[src/hdl/tributary_ais_pkg.sv]
package tributary_ais_pkg;

  // Port population and register geometry
  localparam int PORTS     = 28;
  localparam int LOW_BITS  = 16;
  localparam int HIGH_BITS = 12;
  localparam int REG_W     = 16;
  localparam int ADDR_W    = 8;

  // Control registers; a cleared bit forces all ones on its port
  localparam logic [ADDR_W-1:0] RX_LOW_ADDR  = 8'h40;
  localparam logic [ADDR_W-1:0] RX_HIGH_ADDR = 8'h42;
  localparam logic [ADDR_W-1:0] TX_LOW_ADDR  = 8'h44;
  localparam logic [ADDR_W-1:0] TX_HIGH_ADDR = 8'h46;

  // Read-only view of where all ones is really being inserted
  localparam logic [ADDR_W-1:0] RX_FORCE_LOW_ADDR  = 8'h48;
  localparam logic [ADDR_W-1:0] RX_FORCE_HIGH_ADDR = 8'h4a;
  localparam logic [ADDR_W-1:0] TX_FORCE_LOW_ADDR  = 8'h4c;
  localparam logic [ADDR_W-1:0] TX_FORCE_HIGH_ADDR = 8'h4e;

  localparam logic [PORTS-1:0] CTRL_RESET = 28'h0000000;
  localparam logic [REG_W-1:0] READ_IDLE  = 16'h0000;

  // Zero-based port indices of the inactive groups
  localparam int E3_FIRST_IDLE      = 16;
  localparam int G747_TX_FIRST_IDLE = 21;
  localparam int G747_IDLE_STRIDE   = 4;

  typedef struct packed {
    logic              wrEn;
    logic              rdEn;
    logic [ADDR_W-1:0] addr;
    logic [REG_W-1:0]  wrData;
  } host_req_t;

  typedef logic [PORTS-1:0] trib_word_t;

endpackage

[src/hdl/tributary_ais_insert.sv]
// How it works
// [RULE1] Every tributary port can be replaced by all ones on its own, separately per direction.
// [RULE2] Reset clears all control bits, so every port sends all ones both ways until changed.
// [RULE3] Software must set the control bits to one before live traffic passes the block.
// [RULE4] With the mux function disabled the control bits are ignored and data passes.
// [RULE5] A receive bit at zero drives all ones on that port's output, at one passes the data.
// [RULE6] A transmit bit at zero replaces that port's input by all ones, at one lets it through.
// [RULE7] Receive low register bits 0-15 are ports 1-16, high register bits 0-11 ports 17-28.
// [RULE8] Transmit low register bits 0-15 are ports 1-16, high register bits 0-11 ports 17-28.
// [RULE9] In G.747 mode every fourth port is idle and its bits in both directions do nothing.
// [RULE10] In E3 mode ports 17-28 are idle and both high register bits do nothing.
// [RULE11] In G.747 mode transmit bits for ports 22-28 do nothing.
// [RULE12] Bits 12-15 of both high registers read as zero and ignore writes.
`timescale 1ns/100ps

module trib_skid_buffer
#(
  parameter int WIDTH = 28
)
(
  input  wire logic             clk,
  input  wire logic             reset,
  input  wire logic [WIDTH-1:0] inData,
  input  wire logic             inValid,
  output logic                  inReady,
  output logic      [WIDTH-1:0] outData,
  output logic                  outValid,
  input  wire logic             outReady
);

  // Two entries: the output stage and a skid stage that catches the
  // word arriving in the cycle the receiver first stalls.
  logic [WIDTH-1:0] outData_r;
  logic [WIDTH-1:0] skidData_r;
  logic             outValid_r;
  logic             skidFree_r;

  wire outFree  = !outValid_r || outReady;
  wire takeIn   = inValid && skidFree_r;

  assign inReady  = skidFree_r;
  assign outData  = outData_r;
  assign outValid = outValid_r;

  always_ff @(posedge clk)
  begin
    if (reset)
    begin
      outData_r  <= '0;
      skidData_r <= '0;
      outValid_r <= 1'b0;
      skidFree_r <= 1'b1;
    end
    else if (outFree)
    begin
      if (!skidFree_r)
      begin
        outData_r  <= skidData_r;
        outValid_r <= 1'b1;
        skidFree_r <= 1'b1;
      end
      else
      begin
        outData_r  <= inData;
        outValid_r <= inValid;
      end
    end
    else if (takeIn)
    begin
      skidData_r <= inData;
      skidFree_r <= 1'b0;
    end
  end
endmodule

module tributary_ais_insert
  import tributary_ais_pkg::*;
(
  input  wire logic                          clk,
  input  wire logic                          reset,
  input  wire tributary_ais_pkg::host_req_t  hostReq,
  output logic [tributary_ais_pkg::REG_W-1:0] hostRdData,
  input  wire logic                          muxFunctionEnable,
  input  wire logic                          e3Mode,
  input  wire logic                          g747Mode,
  input  wire tributary_ais_pkg::trib_word_t demuxData,
  input  wire logic                          demuxValid,
  output logic                               demuxReady,
  output tributary_ais_pkg::trib_word_t      rxTributaryDataOut,
  output logic                               rxOutValid,
  input  wire logic                          rxOutReady,
  input  wire tributary_ais_pkg::trib_word_t txTributaryDataIn,
  input  wire logic                          txInValid,
  output logic                               txInReady,
  output tributary_ais_pkg::trib_word_t      muxData,
  output logic                               muxValid,
  input  wire logic                          muxReady
);

  import tributary_ais_pkg::*;

  // Zero in a control bit means substitute all ones
  trib_word_t       rxCtrl_r;
  trib_word_t       txCtrl_r;
  logic [REG_W-1:0] hostRdData_r;

  trib_word_t rxLive;
  trib_word_t txLive;
  trib_word_t rxForce;
  trib_word_t txForce;
  trib_word_t rxSub;
  trib_word_t txSub;

  // Host register decode
  wire wrRxLow  = hostReq.wrEn && (hostReq.addr == RX_LOW_ADDR);
  wire wrRxHigh = hostReq.wrEn && (hostReq.addr == RX_HIGH_ADDR);
  wire wrTxLow  = hostReq.wrEn && (hostReq.addr == TX_LOW_ADDR);
  wire wrTxHigh = hostReq.wrEn && (hostReq.addr == TX_HIGH_ADDR);

  trib_word_t rxCtrl_nxt;
  trib_word_t txCtrl_nxt;

  assign rxCtrl_nxt = {                                                    // [RULE7]
    wrRxHigh ? hostReq.wrData[HIGH_BITS-1:0] : rxCtrl_r[PORTS-1:LOW_BITS],  // [RULE12]
    wrRxLow  ? hostReq.wrData                : rxCtrl_r[LOW_BITS-1:0]
  };
  assign txCtrl_nxt = {                                                    // [RULE8]
    wrTxHigh ? hostReq.wrData[HIGH_BITS-1:0] : txCtrl_r[PORTS-1:LOW_BITS],  // [RULE12]
    wrTxLow  ? hostReq.wrData                : txCtrl_r[LOW_BITS-1:0]
  };

  // Upper four bits of the high registers have no storage
  logic [REG_W-1:0] rdMux;
  wire  [REG_W-HIGH_BITS-1:0] padZero = '0;

  assign rdMux =
    (hostReq.addr == RX_LOW_ADDR)        ? rxCtrl_r[LOW_BITS-1:0] :
    (hostReq.addr == RX_HIGH_ADDR)       ? {padZero, rxCtrl_r[PORTS-1:LOW_BITS]} :  // [RULE12]
    (hostReq.addr == TX_LOW_ADDR)        ? txCtrl_r[LOW_BITS-1:0] :
    (hostReq.addr == TX_HIGH_ADDR)       ? {padZero, txCtrl_r[PORTS-1:LOW_BITS]} :  // [RULE12]
    (hostReq.addr == RX_FORCE_LOW_ADDR)  ? rxForce[LOW_BITS-1:0] :
    (hostReq.addr == RX_FORCE_HIGH_ADDR) ? {padZero, rxForce[PORTS-1:LOW_BITS]} :
    (hostReq.addr == TX_FORCE_LOW_ADDR)  ? txForce[LOW_BITS-1:0] :
    (hostReq.addr == TX_FORCE_HIGH_ADDR) ? {padZero, txForce[PORTS-1:LOW_BITS]} :
                                           READ_IDLE;

  assign hostRdData = hostRdData_r;

  always_ff @(posedge clk)
  begin
    if (reset)
    begin
      rxCtrl_r     <= CTRL_RESET;  // [RULE2]
      txCtrl_r     <= CTRL_RESET;  // [RULE2]
      hostRdData_r <= READ_IDLE;
    end
    else
    begin
      rxCtrl_r <= rxCtrl_nxt;
      txCtrl_r <= txCtrl_nxt;
      if (hostReq.rdEn)
        hostRdData_r <= rdMux;
    end
  end

  // Which ports exist in the current multiplex mode
  for (genvar i = 0; i < PORTS; i++)
  begin : g_port
    localparam bit G747_HOLE = ((i + 1) % G747_IDLE_STRIDE) == 0;
    localparam bit E3_HOLE   = i >= E3_FIRST_IDLE;
    localparam bit G747_TOP  = i >= G747_TX_FIRST_IDLE;

    wire holeCommon = (g747Mode && G747_HOLE) || (e3Mode && E3_HOLE);  // [RULE9] [RULE10]

    assign rxLive[i] = !holeCommon;
    assign txLive[i] = !holeCommon && !(g747Mode && G747_TOP);         // [RULE11]
  end

  // Idle ports pass their data untouched; an all-ones pattern there
  // would be harmless but would hide a mode setting error on the line.
  assign rxForce = {PORTS{muxFunctionEnable}} & rxLive & ~rxCtrl_r;  // [RULE1] [RULE4]
  assign txForce = {PORTS{muxFunctionEnable}} & txLive & ~txCtrl_r;  // [RULE1] [RULE4]

  assign rxSub = demuxData | rxForce;          // [RULE5]
  assign txSub = txTributaryDataIn | txForce;  // [RULE6]

  // Substitution sits ahead of the buffers so a stalled word keeps
  // the insertion state it was taken with.
  trib_skid_buffer #(
    .WIDTH (PORTS)
  ) u_rx_buffer (
    .clk      (clk),
    .reset    (reset),
    .inData   (rxSub),
    .inValid  (demuxValid),
    .inReady  (demuxReady),
    .outData  (rxTributaryDataOut),
    .outValid (rxOutValid),
    .outReady (rxOutReady)
  );

  trib_skid_buffer #(
    .WIDTH (PORTS)
  ) u_tx_buffer (
    .clk      (clk),
    .reset    (reset),
    .inData   (txSub),
    .inValid  (txInValid),
    .inReady  (txInReady),
    .outData  (muxData),
    .outValid (muxValid),
    .outReady (muxReady)
  );

  // Checks

  localparam trib_word_t G747_HOLES = 28'h8888888;
  localparam trib_word_t HIGH_PORTS = 28'hfff0000;
  localparam trib_word_t G747_TX_TOP = 28'hfe00000;
endmodule

[config.mk]
export PLATFORM = sky130hd
export DESIGN_NAME = tributary_ais_insert
export DESIGN_NICKNAME = d
export VERILOG_FILES = /design/src/hdl/tributary_ais_pkg.sv /design/src/hdl/tributary_ais_insert.sv
export SDC_FILE = /design/constraint.sdc
export NUM_CORES = 1
export LEC_CHECK = 0
export ABC_AREA = 1
export BUFFER_PORTS_ARGS = -buffer_cell sky130_fd_sc_hd__buf_4
export CORE_MARGIN = 2
export CORE_UTILIZATION = 38
export CTS_BUF_LIST = sky130_fd_sc_hd__clkbuf_8
export DETAILED_ROUTE_END_ITERATION = 6
export GPL_ROUTABILITY_DRIVEN = 0
export PLACE_DENSITY = 0.7
export SLEW_MARGIN = 10
export SYNTH_ARGS = -nofsm -noshare
export SYNTH_HDL_FRONTEND = slang
export SYNTH_SLANG_ARGS = --single-unit
[constraint.sdc]
create_clock -name clk -period 1.63 [get_ports clk]
set_input_delay 0.0815 -clock clk [delete_from_list [all_inputs] [get_ports clk]]
set_output_delay 0.0815 -clock clk [all_outputs]
set_load 0.005 [all_outputs]
==> run summary, run 1 <==
status: finished, final reports clean
number of max-cap violations: 0
Hold WC Path Type: input port to flop
Mapped Avg Cell Area: 7.17 um^2
Residual DRC: 0
Die W: 154 um
post-route ant nets: 0
gr usage total: 23.3%
IO Port Bufs: 166
P_int: 0.00688 W
Clk pwr share: 33.4%
Clk Latency, worst-skew pair: 0.46 ns
vias per std cell: 5.26
area leader, netlist: dfxtp_1
post-cts resize count: 0
H-tree lvl count: 4
RSZ-0062 raised after global routing: false
Initial Utilization: 38.9%
number of DRC markers in iteration 0: 936
switching share of total power: 27.4%
DRT Wirelength: 28.0 mm
Die Height: 154 um
PwrDens: 836 mW/mm^2
post-CTS setup buffer count: 0
initial antenna violation count: 1
cts hold-fix bufs: 72
Flop pwr share: 51.9%
DIE AREA: 0.0237 mm^2
core area: 0.0220 mm^2
final worst slack: 0.124 ns
Final Net Count: 1518
vias in the first global route: 8297
Post-Syn Area: 0.00854 mm^2
setup violators final: 0
Worst Setup SP: hostReq[23]
Synth top area share: 44.1%
Avg WL per Cell: 16.3 um
Area growth syn-to-layout: 32.6%
Post-synth EDFFs: 0
FF-to-FF End: u_rx_buffer.skidData_r[21]$_SDFFE_PP0P_
number of synthesized register bits: 188
TritonCTS Sinks: 188
clk_skew: 0.0115 ns
WP data arrival: 1.85 ns
I/O pin cnt: 167
async set-reset flop share out of synthesis: 0%
# diodes: 0
Synth Net Count: 1282
final hold viol count: 0
part of the power in combinational logic: 14.6%
via count: 9044
share of layout cells above drive strength 1: 21.0%
static leakage: 4.95 nW
CP Class: input port to flop
reg2reg start: u_rx_buffer.outValid$_SDFFE_PP0P_
most used flip-flop cell after synthesis: dfxtp_1
Max IR drop VDD: 0.622 mV
Cell variety after synth: 33
Congestion Overflow GR: 0
first-pass GRT wire length: 43.6 mm
synth top area cells: dfxtp_1 44%, nand2_1 7.9%, nor2_1 7.7%, o21ai_0 7.7%, a21oi_1 7.0%
Worst-Margin Slew: 0.499 ns
CTS Root Cell: clkbuf_8
Slew HR: 66.6%
min Tclk post-route: 1.51 ns
Mapped Cells: 1191
setup slack, reg-to-reg: 0.16 ns
R2R depth: 7
setup TNS: 0 ns
Req. time, crit path: 1.98 ns
number of CTS-inserted buffers: 17
Clock Tree Buf Depth: 2
sequential element share of the synthesized area: 44.1%
Synth warnings: 0
Fmax: 0.664 GHz
Detailed Routing Iterations Pass 1: 6
pre-CTS setup slack: 0.116 ns
startpoint types: input port
Critical Path End: rxCtrl_r[15]$_SDFFE_PP0P_
row count: 54
Slew Viols, Final: 0
fillers: 2146
largest net degree at the start of global routing: 61
Clock transition at path regs: 0.10 ns
HPWL after DPL: 20.3 mm
Psw: 0.00259 W
Final Cycle Share: 92.4%
CP Max Fanout: 15
crit path capture type: flop
CTS tree: yes
[cell usage after synthesis, types with 2 or more instances]
library cell / n
a21oi_1: 120
a21oi_2: 2
a31oi_1: 39
buf_1: 7
buf_2: 21
buf_6: 8
clkbuf_1: 39
dfxtp_1: 188
inv_1: 92
inv_2: 12
nand2_1: 179
nand2_2: 6
nand2_4: 3
nand3_1: 39
nand3_2: 3
nand4_1: 9
nor2_1: 176
nor2_4: 5
nor2_8: 2
nor3_1: 8
nor3_2: 2
o211ai_1: 5
o21ai_0: 131
o21ai_1: 36
o21bai_1: 16
o31ai_1: 25
or2_2: 12
[critical path, stage by stage]
cell           delay (ns)
buf_4                0.12
nor2_1               0.13
nand2_2              0.14
nor2_8               0.16
nand3_4              0.10
inv_4                0.14
nand2_2              0.07
buf_4                0.19
o21ai_1              0.13
nor2_1               0.05
dlygate4sd3_1        0.56
[how the worst min path moves through the flow]
| stage | start | endpoint | slack, ns | depth (start not counted) |
|---|---|---|---|---|
| after floorplan | demuxValid | u_rx_buffer.inReady$_SDFFE_PP1P_ | 0.18 | 1 |
| after global placement | txInValid | u_tx_buffer.inReady$_SDFFE_PP1P_ | 0.28 | 2 |
| after detailed placement | txInValid | u_tx_buffer.inReady$_SDFFE_PP1P_ | 0.28 | 2 |
| after CTS | txTributaryDataIn[20] | u_tx_buffer.skidData_r[20]$_SDFFE_PP0P_ | 0.006 | 4 |
| after global routing | txTributaryDataIn[26] | u_tx_buffer.skidData_r[26]$_SDFFE_PP0P_ | 0.007 | 4 |
| final | txTributaryDataIn[26] | u_tx_buffer.skidData_r[26]$_SDFFE_PP0P_ | 0.03 | 4 |
[power groups by stage]
stage	clock, W	sequential, W	combinational [W]
CTS	0.00320	0.00492	0.00137
global route	0.00339	0.00494	0.00151
global placement	0	0.00502	0.00122
finish	0.00317	0.00492	0.00138
detailed placement	0	0.00502	0.00123
floorplan	0	0.00501	0.000563
[per-layer routing]
layer,vias to the layer above,share of wire (%),GRT usage (%)
li1,4427,-,-
met1,4153,45,32.0
met2,423,46,37.5
met3,41,7.6,3.86
met4,0,2.1,7.17
met5,-,0,0
[layout by cell type, fill, tap and decap left out, types with 5 or more instances in the layout]
master         synthesis  layout
or2_2                 12      12
clkbuf_8               0      17
nor2_4                 5       5
o21ai_0              131     131
dfxtp_1              188     188
inv_1                 92      92
nor2_1               176     176
inv_2                 12      13
a21oi_1              120     120
nand2_1              179     179
nand3_1               39      39
o21ai_1               36      36
dlygate4sd3_1          0      72
a31oi_1               39      39
o31ai_1               25      25
buf_4                  0     218
nand4_1                9       9
nor3_1                 8       8
nand2_2                6       6
o21bai_1              16      16
o211ai_1               5       5
[logic make-up (layout without fill, tap and decap cells)]
family / Yosys count / count (layout) / synth area share (%)
and+or+nand+nor: 448 / 448 / 23.0
AOI/OAI and AO/OA: 374 / 374 / 23.9
DFF: 188 / 188 / 44.1
buffers and inverters: 181 / 430 / 9.00
[final cells by class]
type / count / area, um^2 / area share, %
well taps: 280 / 350 / 3.09
flip-flops and latches: 188 / 3760 / 33.2
clock buffers: 17 / 234 / 2.07
multi-input cells: 822 / 4010 / 35.4
repair buffers: 292 / 2400 / 21.2
clock inverters: 15 / 165 / 1.46
inverters: 106 / 400 / 3.54
[metrics by stage]
| step | cell area [um^2] | hold WS, ns | std cells | util [%] | power, W |
|---|---|---|---|---|---|
| finish | 11300 | 0.0258 | 1720 | 51.6 | 0.00947 |
| global route | 11300 | 0.00703 | 1720 | 51.6 | 0.00984 |
| CTS | 11300 | 0.00631 | 1720 | 51.6 | 0.00949 |
| detailed placement | 10200 | 0.282 | 1616 | 46.5 | 0.00625 |
| global placement | 10200 | 0.282 | 1616 | 46.5 | 0.00624 |
| floorplan | 8540 | 0.182 | 1191 | - | 0.00557 |
[registers in the layout (all words and copies together), names as in the netlist]
register and count:
hostRdData 16, rxCtrl_r 28, txCtrl_r 28, u_rx_buffer.inReady 1, u_rx_buffer.outData 28, u_rx_buffer.outValid 1, u_rx_buffer.skidData_r 28, u_tx_buffer.inReady 1
u_tx_buffer.outData 28, u_tx_buffer.outValid 1, u_tx_buffer.skidData_r 28
(Power assumes the default switching activity.)
==> inputs of run 2 (changes only) <==
clock period = 1.9 ns   (was 1.63 ns; I/O delays follow)
==> run summary, run 2 (synthesis results as in run 1) <==
IO Port Bufs: 166
HPWL after DPL: 19.4 mm
Fmax: 0.559 GHz
Clock Tree Buf Depth: 2
Slew Viols, Final: 0
first-pass GRT wire length: 43.5 mm
static leakage: 4.82 nW
core area: 0.0220 mm^2
H-tree lvl count: 4
post-route ant nets: 0
min Tclk post-route: 1.79 ns
Clk Latency, worst-skew pair: 0.47 ns
CP Class: input port to flop
number of max-cap violations: 0
Detailed Routing Iterations Pass 1: 5
startpoint types: input port
pre-CTS setup slack: 0.223 ns
most frequent cells in the layout: 195 x buf_4, 188 x dfxtp_1, 179 x nand2_1, 176 x nor2_1, 131 x o21ai_0
WP data arrival: 2.21 ns
share of layout cells above drive strength 1: 19.8%
post-cts resize count: 0
Slew HR: 47.4%
Initial Utilization: 38.9%
Hold WC Path Type: input port to flop
CP Max Fanout: 72
Finished Layout Cells: 1690
TritonCTS Sinks: 188
PwrDens: 733 mW/mm^2
dpl cells: 1593
status: finished, final reports clean
setup TNS: 0 ns
setup slack, reg-to-reg: 0.32 ns
final worst slack: 0.112 ns
DRT Wirelength: 27.8 mm
Worst-Margin Slew: 0.788 ns
Max IR drop VDD: 0.405 mV
Req. time, crit path: 2.32 ns
vias per std cell: 5.28
Final Cycle Share: 94.1%
Congestion Overflow GR: 0
final hold viol count: 0
post-CTS setup buffer count: 0
largest net degree at the start of global routing: 73
gr usage total: 23.2%
Die W: 154 um
via count: 8915
Area growth syn-to-layout: 30.0%
DIE AREA: 0.0237 mm^2
Avg WL per Cell: 16.4 um
Residual DRC: 0
Multi-input gate area: 0.00401 mm^2
row count: 54
most common cell after layout, fill and taps aside: buf_4
number of DRC markers in iteration 0: 836
clk_skew: 0.0115 ns
Die Height: 154 um
crit path capture type: flop
initial antenna violation count: 1
Clock transition at path regs: 0.10 ns
CTS Root Cell: clkbuf_8
I/O pin cnt: 167
vias in the first global route: 8173
Final Net Count: 1489
register area: 0.00376 mm^2
RSZ-0062 raised after global routing: false
number of CTS-inserted buffers: 17
setup violators final: 0
CTS tree: yes
fillers: 2148
-- run 2: changes by cell type in the layout (fill, tap and decap cells not counted), sizes merged --
cell and change:
buf -23, clkbuf +4, clkinv +1, clkinvlp -3, diode +1, dlygate4sd3 -6
inv -4
-- run 2: worst max-delay path: stages --
cell and delay, ns:
dlygate4sd3_1 0.54, buf_4 0.21, inv_2 0.24, buf_12 0.30, o21ai_1 0.11, nor2_1 0.11, dlygate4sd3_1 0.56
-- run 2: area by class of cell --
cell class / count / share of cell area [%]
diodes: 1 / 0.0226
clock inverters: 9 / 1.01
multi-input cells: 822 / 36.2
repair buffers: 263 / 19.5
flip-flops and latches: 188 / 33.9
well taps: 280 / 3.16
inverters: 106 / 3.61
clock buffers: 21 / 2.60
-- run 2: path summary, 6_finish.rpt --
check | start | endpoint | depth (start not counted)
worst max-delay path | reset | rxCtrl_r[15]$_SDFFE_PP0P_ | 7
worst min-delay path | txTributaryDataIn[20] | u_tx_buffer.skidData_r[20]$_SDFFE_PP0P_ | 4
worst max register to register | u_tx_buffer.outValid$_SDFFE_PP0P_ | u_tx_buffer.outData[3]$_SDFFE_PP0P_ | 6
worst min register to register | u_rx_buffer.outData[12]$_SDFFE_PP0P_ | u_rx_buffer.outData[12]$_SDFFE_PP0P_ | 2
-- run 2: through the flow --
step	power (W)	hold slack, ns	util (%)	instance area (um^2)
finish	0.00813	0.0117	50.5	11100
global route	0.00844	0.00718	50.5	11100
CTS	0.00815	0.00162	50.5	11100
detailed placement	0.00534	0.300	45.7	10000
global placement	0.00532	0.292	45.7	10000
floorplan	0.00478	0.195	-	8540
-- run 2: power breakdown --
| group | leakage, nW | total [W] | internal, W | switching (W) |
|---|---|---|---|---|
| Clock | 0.209 | 0.00276 | 0.00130 | 0.00146 |
| Sequential | 1.54 | 0.00422 | 0.00412 | 0.0000997 |
| Combinational | 3.07 | 0.00115 | 0.000560 | 0.000590 |
| Total | 4.82 | 0.00813 | 0.00598 | 0.00215 |
-- run 2: per-layer routing --
layer / global-route usage, % / up-vias / share of wire [%]
met5: 0 / - / 0
met4: 7.70 / 0 / 2.2
met3: 5.44 / 40 / 8.3
met2: 37.3 / 394 / 46
met1: 30.9 / 4104 / 43
li1: - / 4377 / -
-- run 2: repair_timing --
action,CTS,global route
hold endpoints to repair,120,0
hold buffers,66,0
endpoints found under the setup margin,0,0
==> inputs of run 3 (changes only) <==
RECOVER_POWER = 25   (was default)
==> run summary, run 3 (synthesis results as in run 1) <==
Initial Utilization: 38.9%
total power draw: 0.00810 W
H-tree lvl count: 4
cell mode on critical path: dlygate4sd3_1
Critical Path Slowest Stage Cell: dlygate4sd3_1
static leakage: 4.76 nW
Die Height: 154 um
number of CTS-inserted buffers: 17
Detailed Routing Iterations Pass 1: 7
core area: 0.0220 mm^2
Fmax: 0.565 GHz
initial antenna violation count: 1
Clk Latency, worst-skew pair: 0.47 ns
Req. time, crit path: 2.32 ns
first-pass GRT wire length: 43.5 mm
vias per std cell: 5.26
Avg WL per Cell: 16.4 um
I/O pin cnt: 167
most common cell after layout, fill and taps aside: dfxtp_1
final instance area: 0.0111 mm^2
min Tclk post-route: 1.77 ns
Slew Viols, Final: 0
setup violators final: 0
most frequent cells in the layout: 188 x dfxtp_1, 179 x nand2_1, 176 x nor2_1, 131 x o21ai_0, 129 x buf_4
Area growth syn-to-layout: 29.5%
Clock transition at path regs: 0.10 ns
CP Max Fanout: 72
TritonCTS Sinks: 188
RSZ-0062 raised after global routing: false
IO Port Bufs: 166
Worst-Margin Slew: 0.794 ns
PwrDens: 733 mW/mm^2
gr usage total: 23.2%
Residual DRC: 0
WP data arrival: 2.19 ns
Slew HR: 47.0%
Congestion Overflow GR: 0
Worst Setup SP: reset
setup TNS: 0 ns
Final Cycle Share: 93.2%
CP Class: input port to flop
Clock Tree Buf Depth: 2
Placed Area: 0.0100 mm^2
post-cts resize count: 0
startpoint types: input port
Die W: 154 um
post-route ant nets: 0
vias in the first global route: 8173
max incr delay on CP: 0.56 ns
Hold WC Path Type: input port to flop
DRT Wirelength: 27.7 mm
via count: 8887
DIE AREA: 0.0237 mm^2
HPWL after DPL: 19.4 mm
row count: 54
CTS Root Cell: clkbuf_8
number of DRC markers in iteration 0: 862
status: finished, final reports clean
Max IR drop VDD: 0.402 mV
CTS tree: yes
final hold viol count: 0
Final Net Count: 1489
clk_skew: 0.0112 ns
hold_sp: txTributaryDataIn[7]
number of max-cap violations: 0
largest net degree at the start of global routing: 73
share of layout cells above drive strength 1: 19.1%
reg2reg start: u_tx_buffer.outValid$_SDFFE_PP0P_
Critical Path, Cell by Cell: dlygate4sd3_1 -> buf_4 -> inv_2 -> buf_12 -> o21ai_1 -> nor2_1 -> dlygate4sd3_1
crit path capture type: flop
-- run 3: cell types whose count changed in the layout (fill, tap and decap cells not counted), sizes merged --
| cell | previous run | this run |
|---|---|---|
| buf | 197 | 131 |
| clkbuf | 21 | 87 |
-- run 3: report_power, final --
group / internal (W) / switching (W) / total [W] / leakage [nW]
sequential: 0.00412 / 0.0000979 / 0.00421 / 1.54
combinational: 0.000542 / 0.000588 / 0.00113 / 3.01
clock: 0.00130 / 0.00145 / 0.00276 / 0.209
-- run 3: worst max-delay path: cells and delay by family --
family / cells / cell delay (ns)
buf+inv: 5 / 1.84
compound gates: 1 / 0.11
simple gates: 1 / 0.11
-- run 3: area by class of cell --
cell class,instances,area [um^2]
well taps,280,350
clock buffers,21,289
multi-input cells,822,4010
repair buffers,263,2130
clock inverters,9,113
inverters,106,400
diodes,1,2.50
flip-flops and latches,188,3760
fillers,2156,10900
-- run 3: metal layers --
metal,vias to the layer above,global-route usage [%],routed length [um]
met5,-,0,0
met4,0,7.70,580
met3,37,5.44,2310
met2,418,37.3,12900
met1,4055,30.9,12000
li1,4377,-,-
-- run 3: repair_timing --
| item | 4_1_cts | 5_1_grt |
|---|---|---|
| setup endpoints to repair | 0 | 0 |
| hold buffers | 66 | 0 |
| buffers inserted | 0 | 0 |
| hold endpoints to repair | 120 | 0 |
-- run 3: per-stage QoR --
step	std cells	setup WS (ns)	hold WS [ns]	utilization, %
finish	1690	0.129	0.0162	50.4
global route	1690	0.0418	0.00718	50.4
CTS	1689	0.198	0.00162	50.5
detailed placement	1593	0.223	0.300	45.7
global placement	1593	0.238	0.292	45.7
floorplan	1191	0.494	0.195	-
-- run 3: final timing paths --
| kind | slack (ns) | cells past startpoint | end |
|---|---|---|---|
| max reg2reg | 0.32 | 6 | u_tx_buffer.outData[3]$_SDFFE_PP0P_ |
| min | 0.02 | 4 | u_tx_buffer.skidData_r[7]$_SDFFE_PP0P_ |
| min reg2reg | 0.47 | 2 | u_rx_buffer.skidData_r[23]$_SDFFE_PP0P_ |
| max | 0.13 | 7 | rxCtrl_r[15]$_SDFFE_PP0P_ |
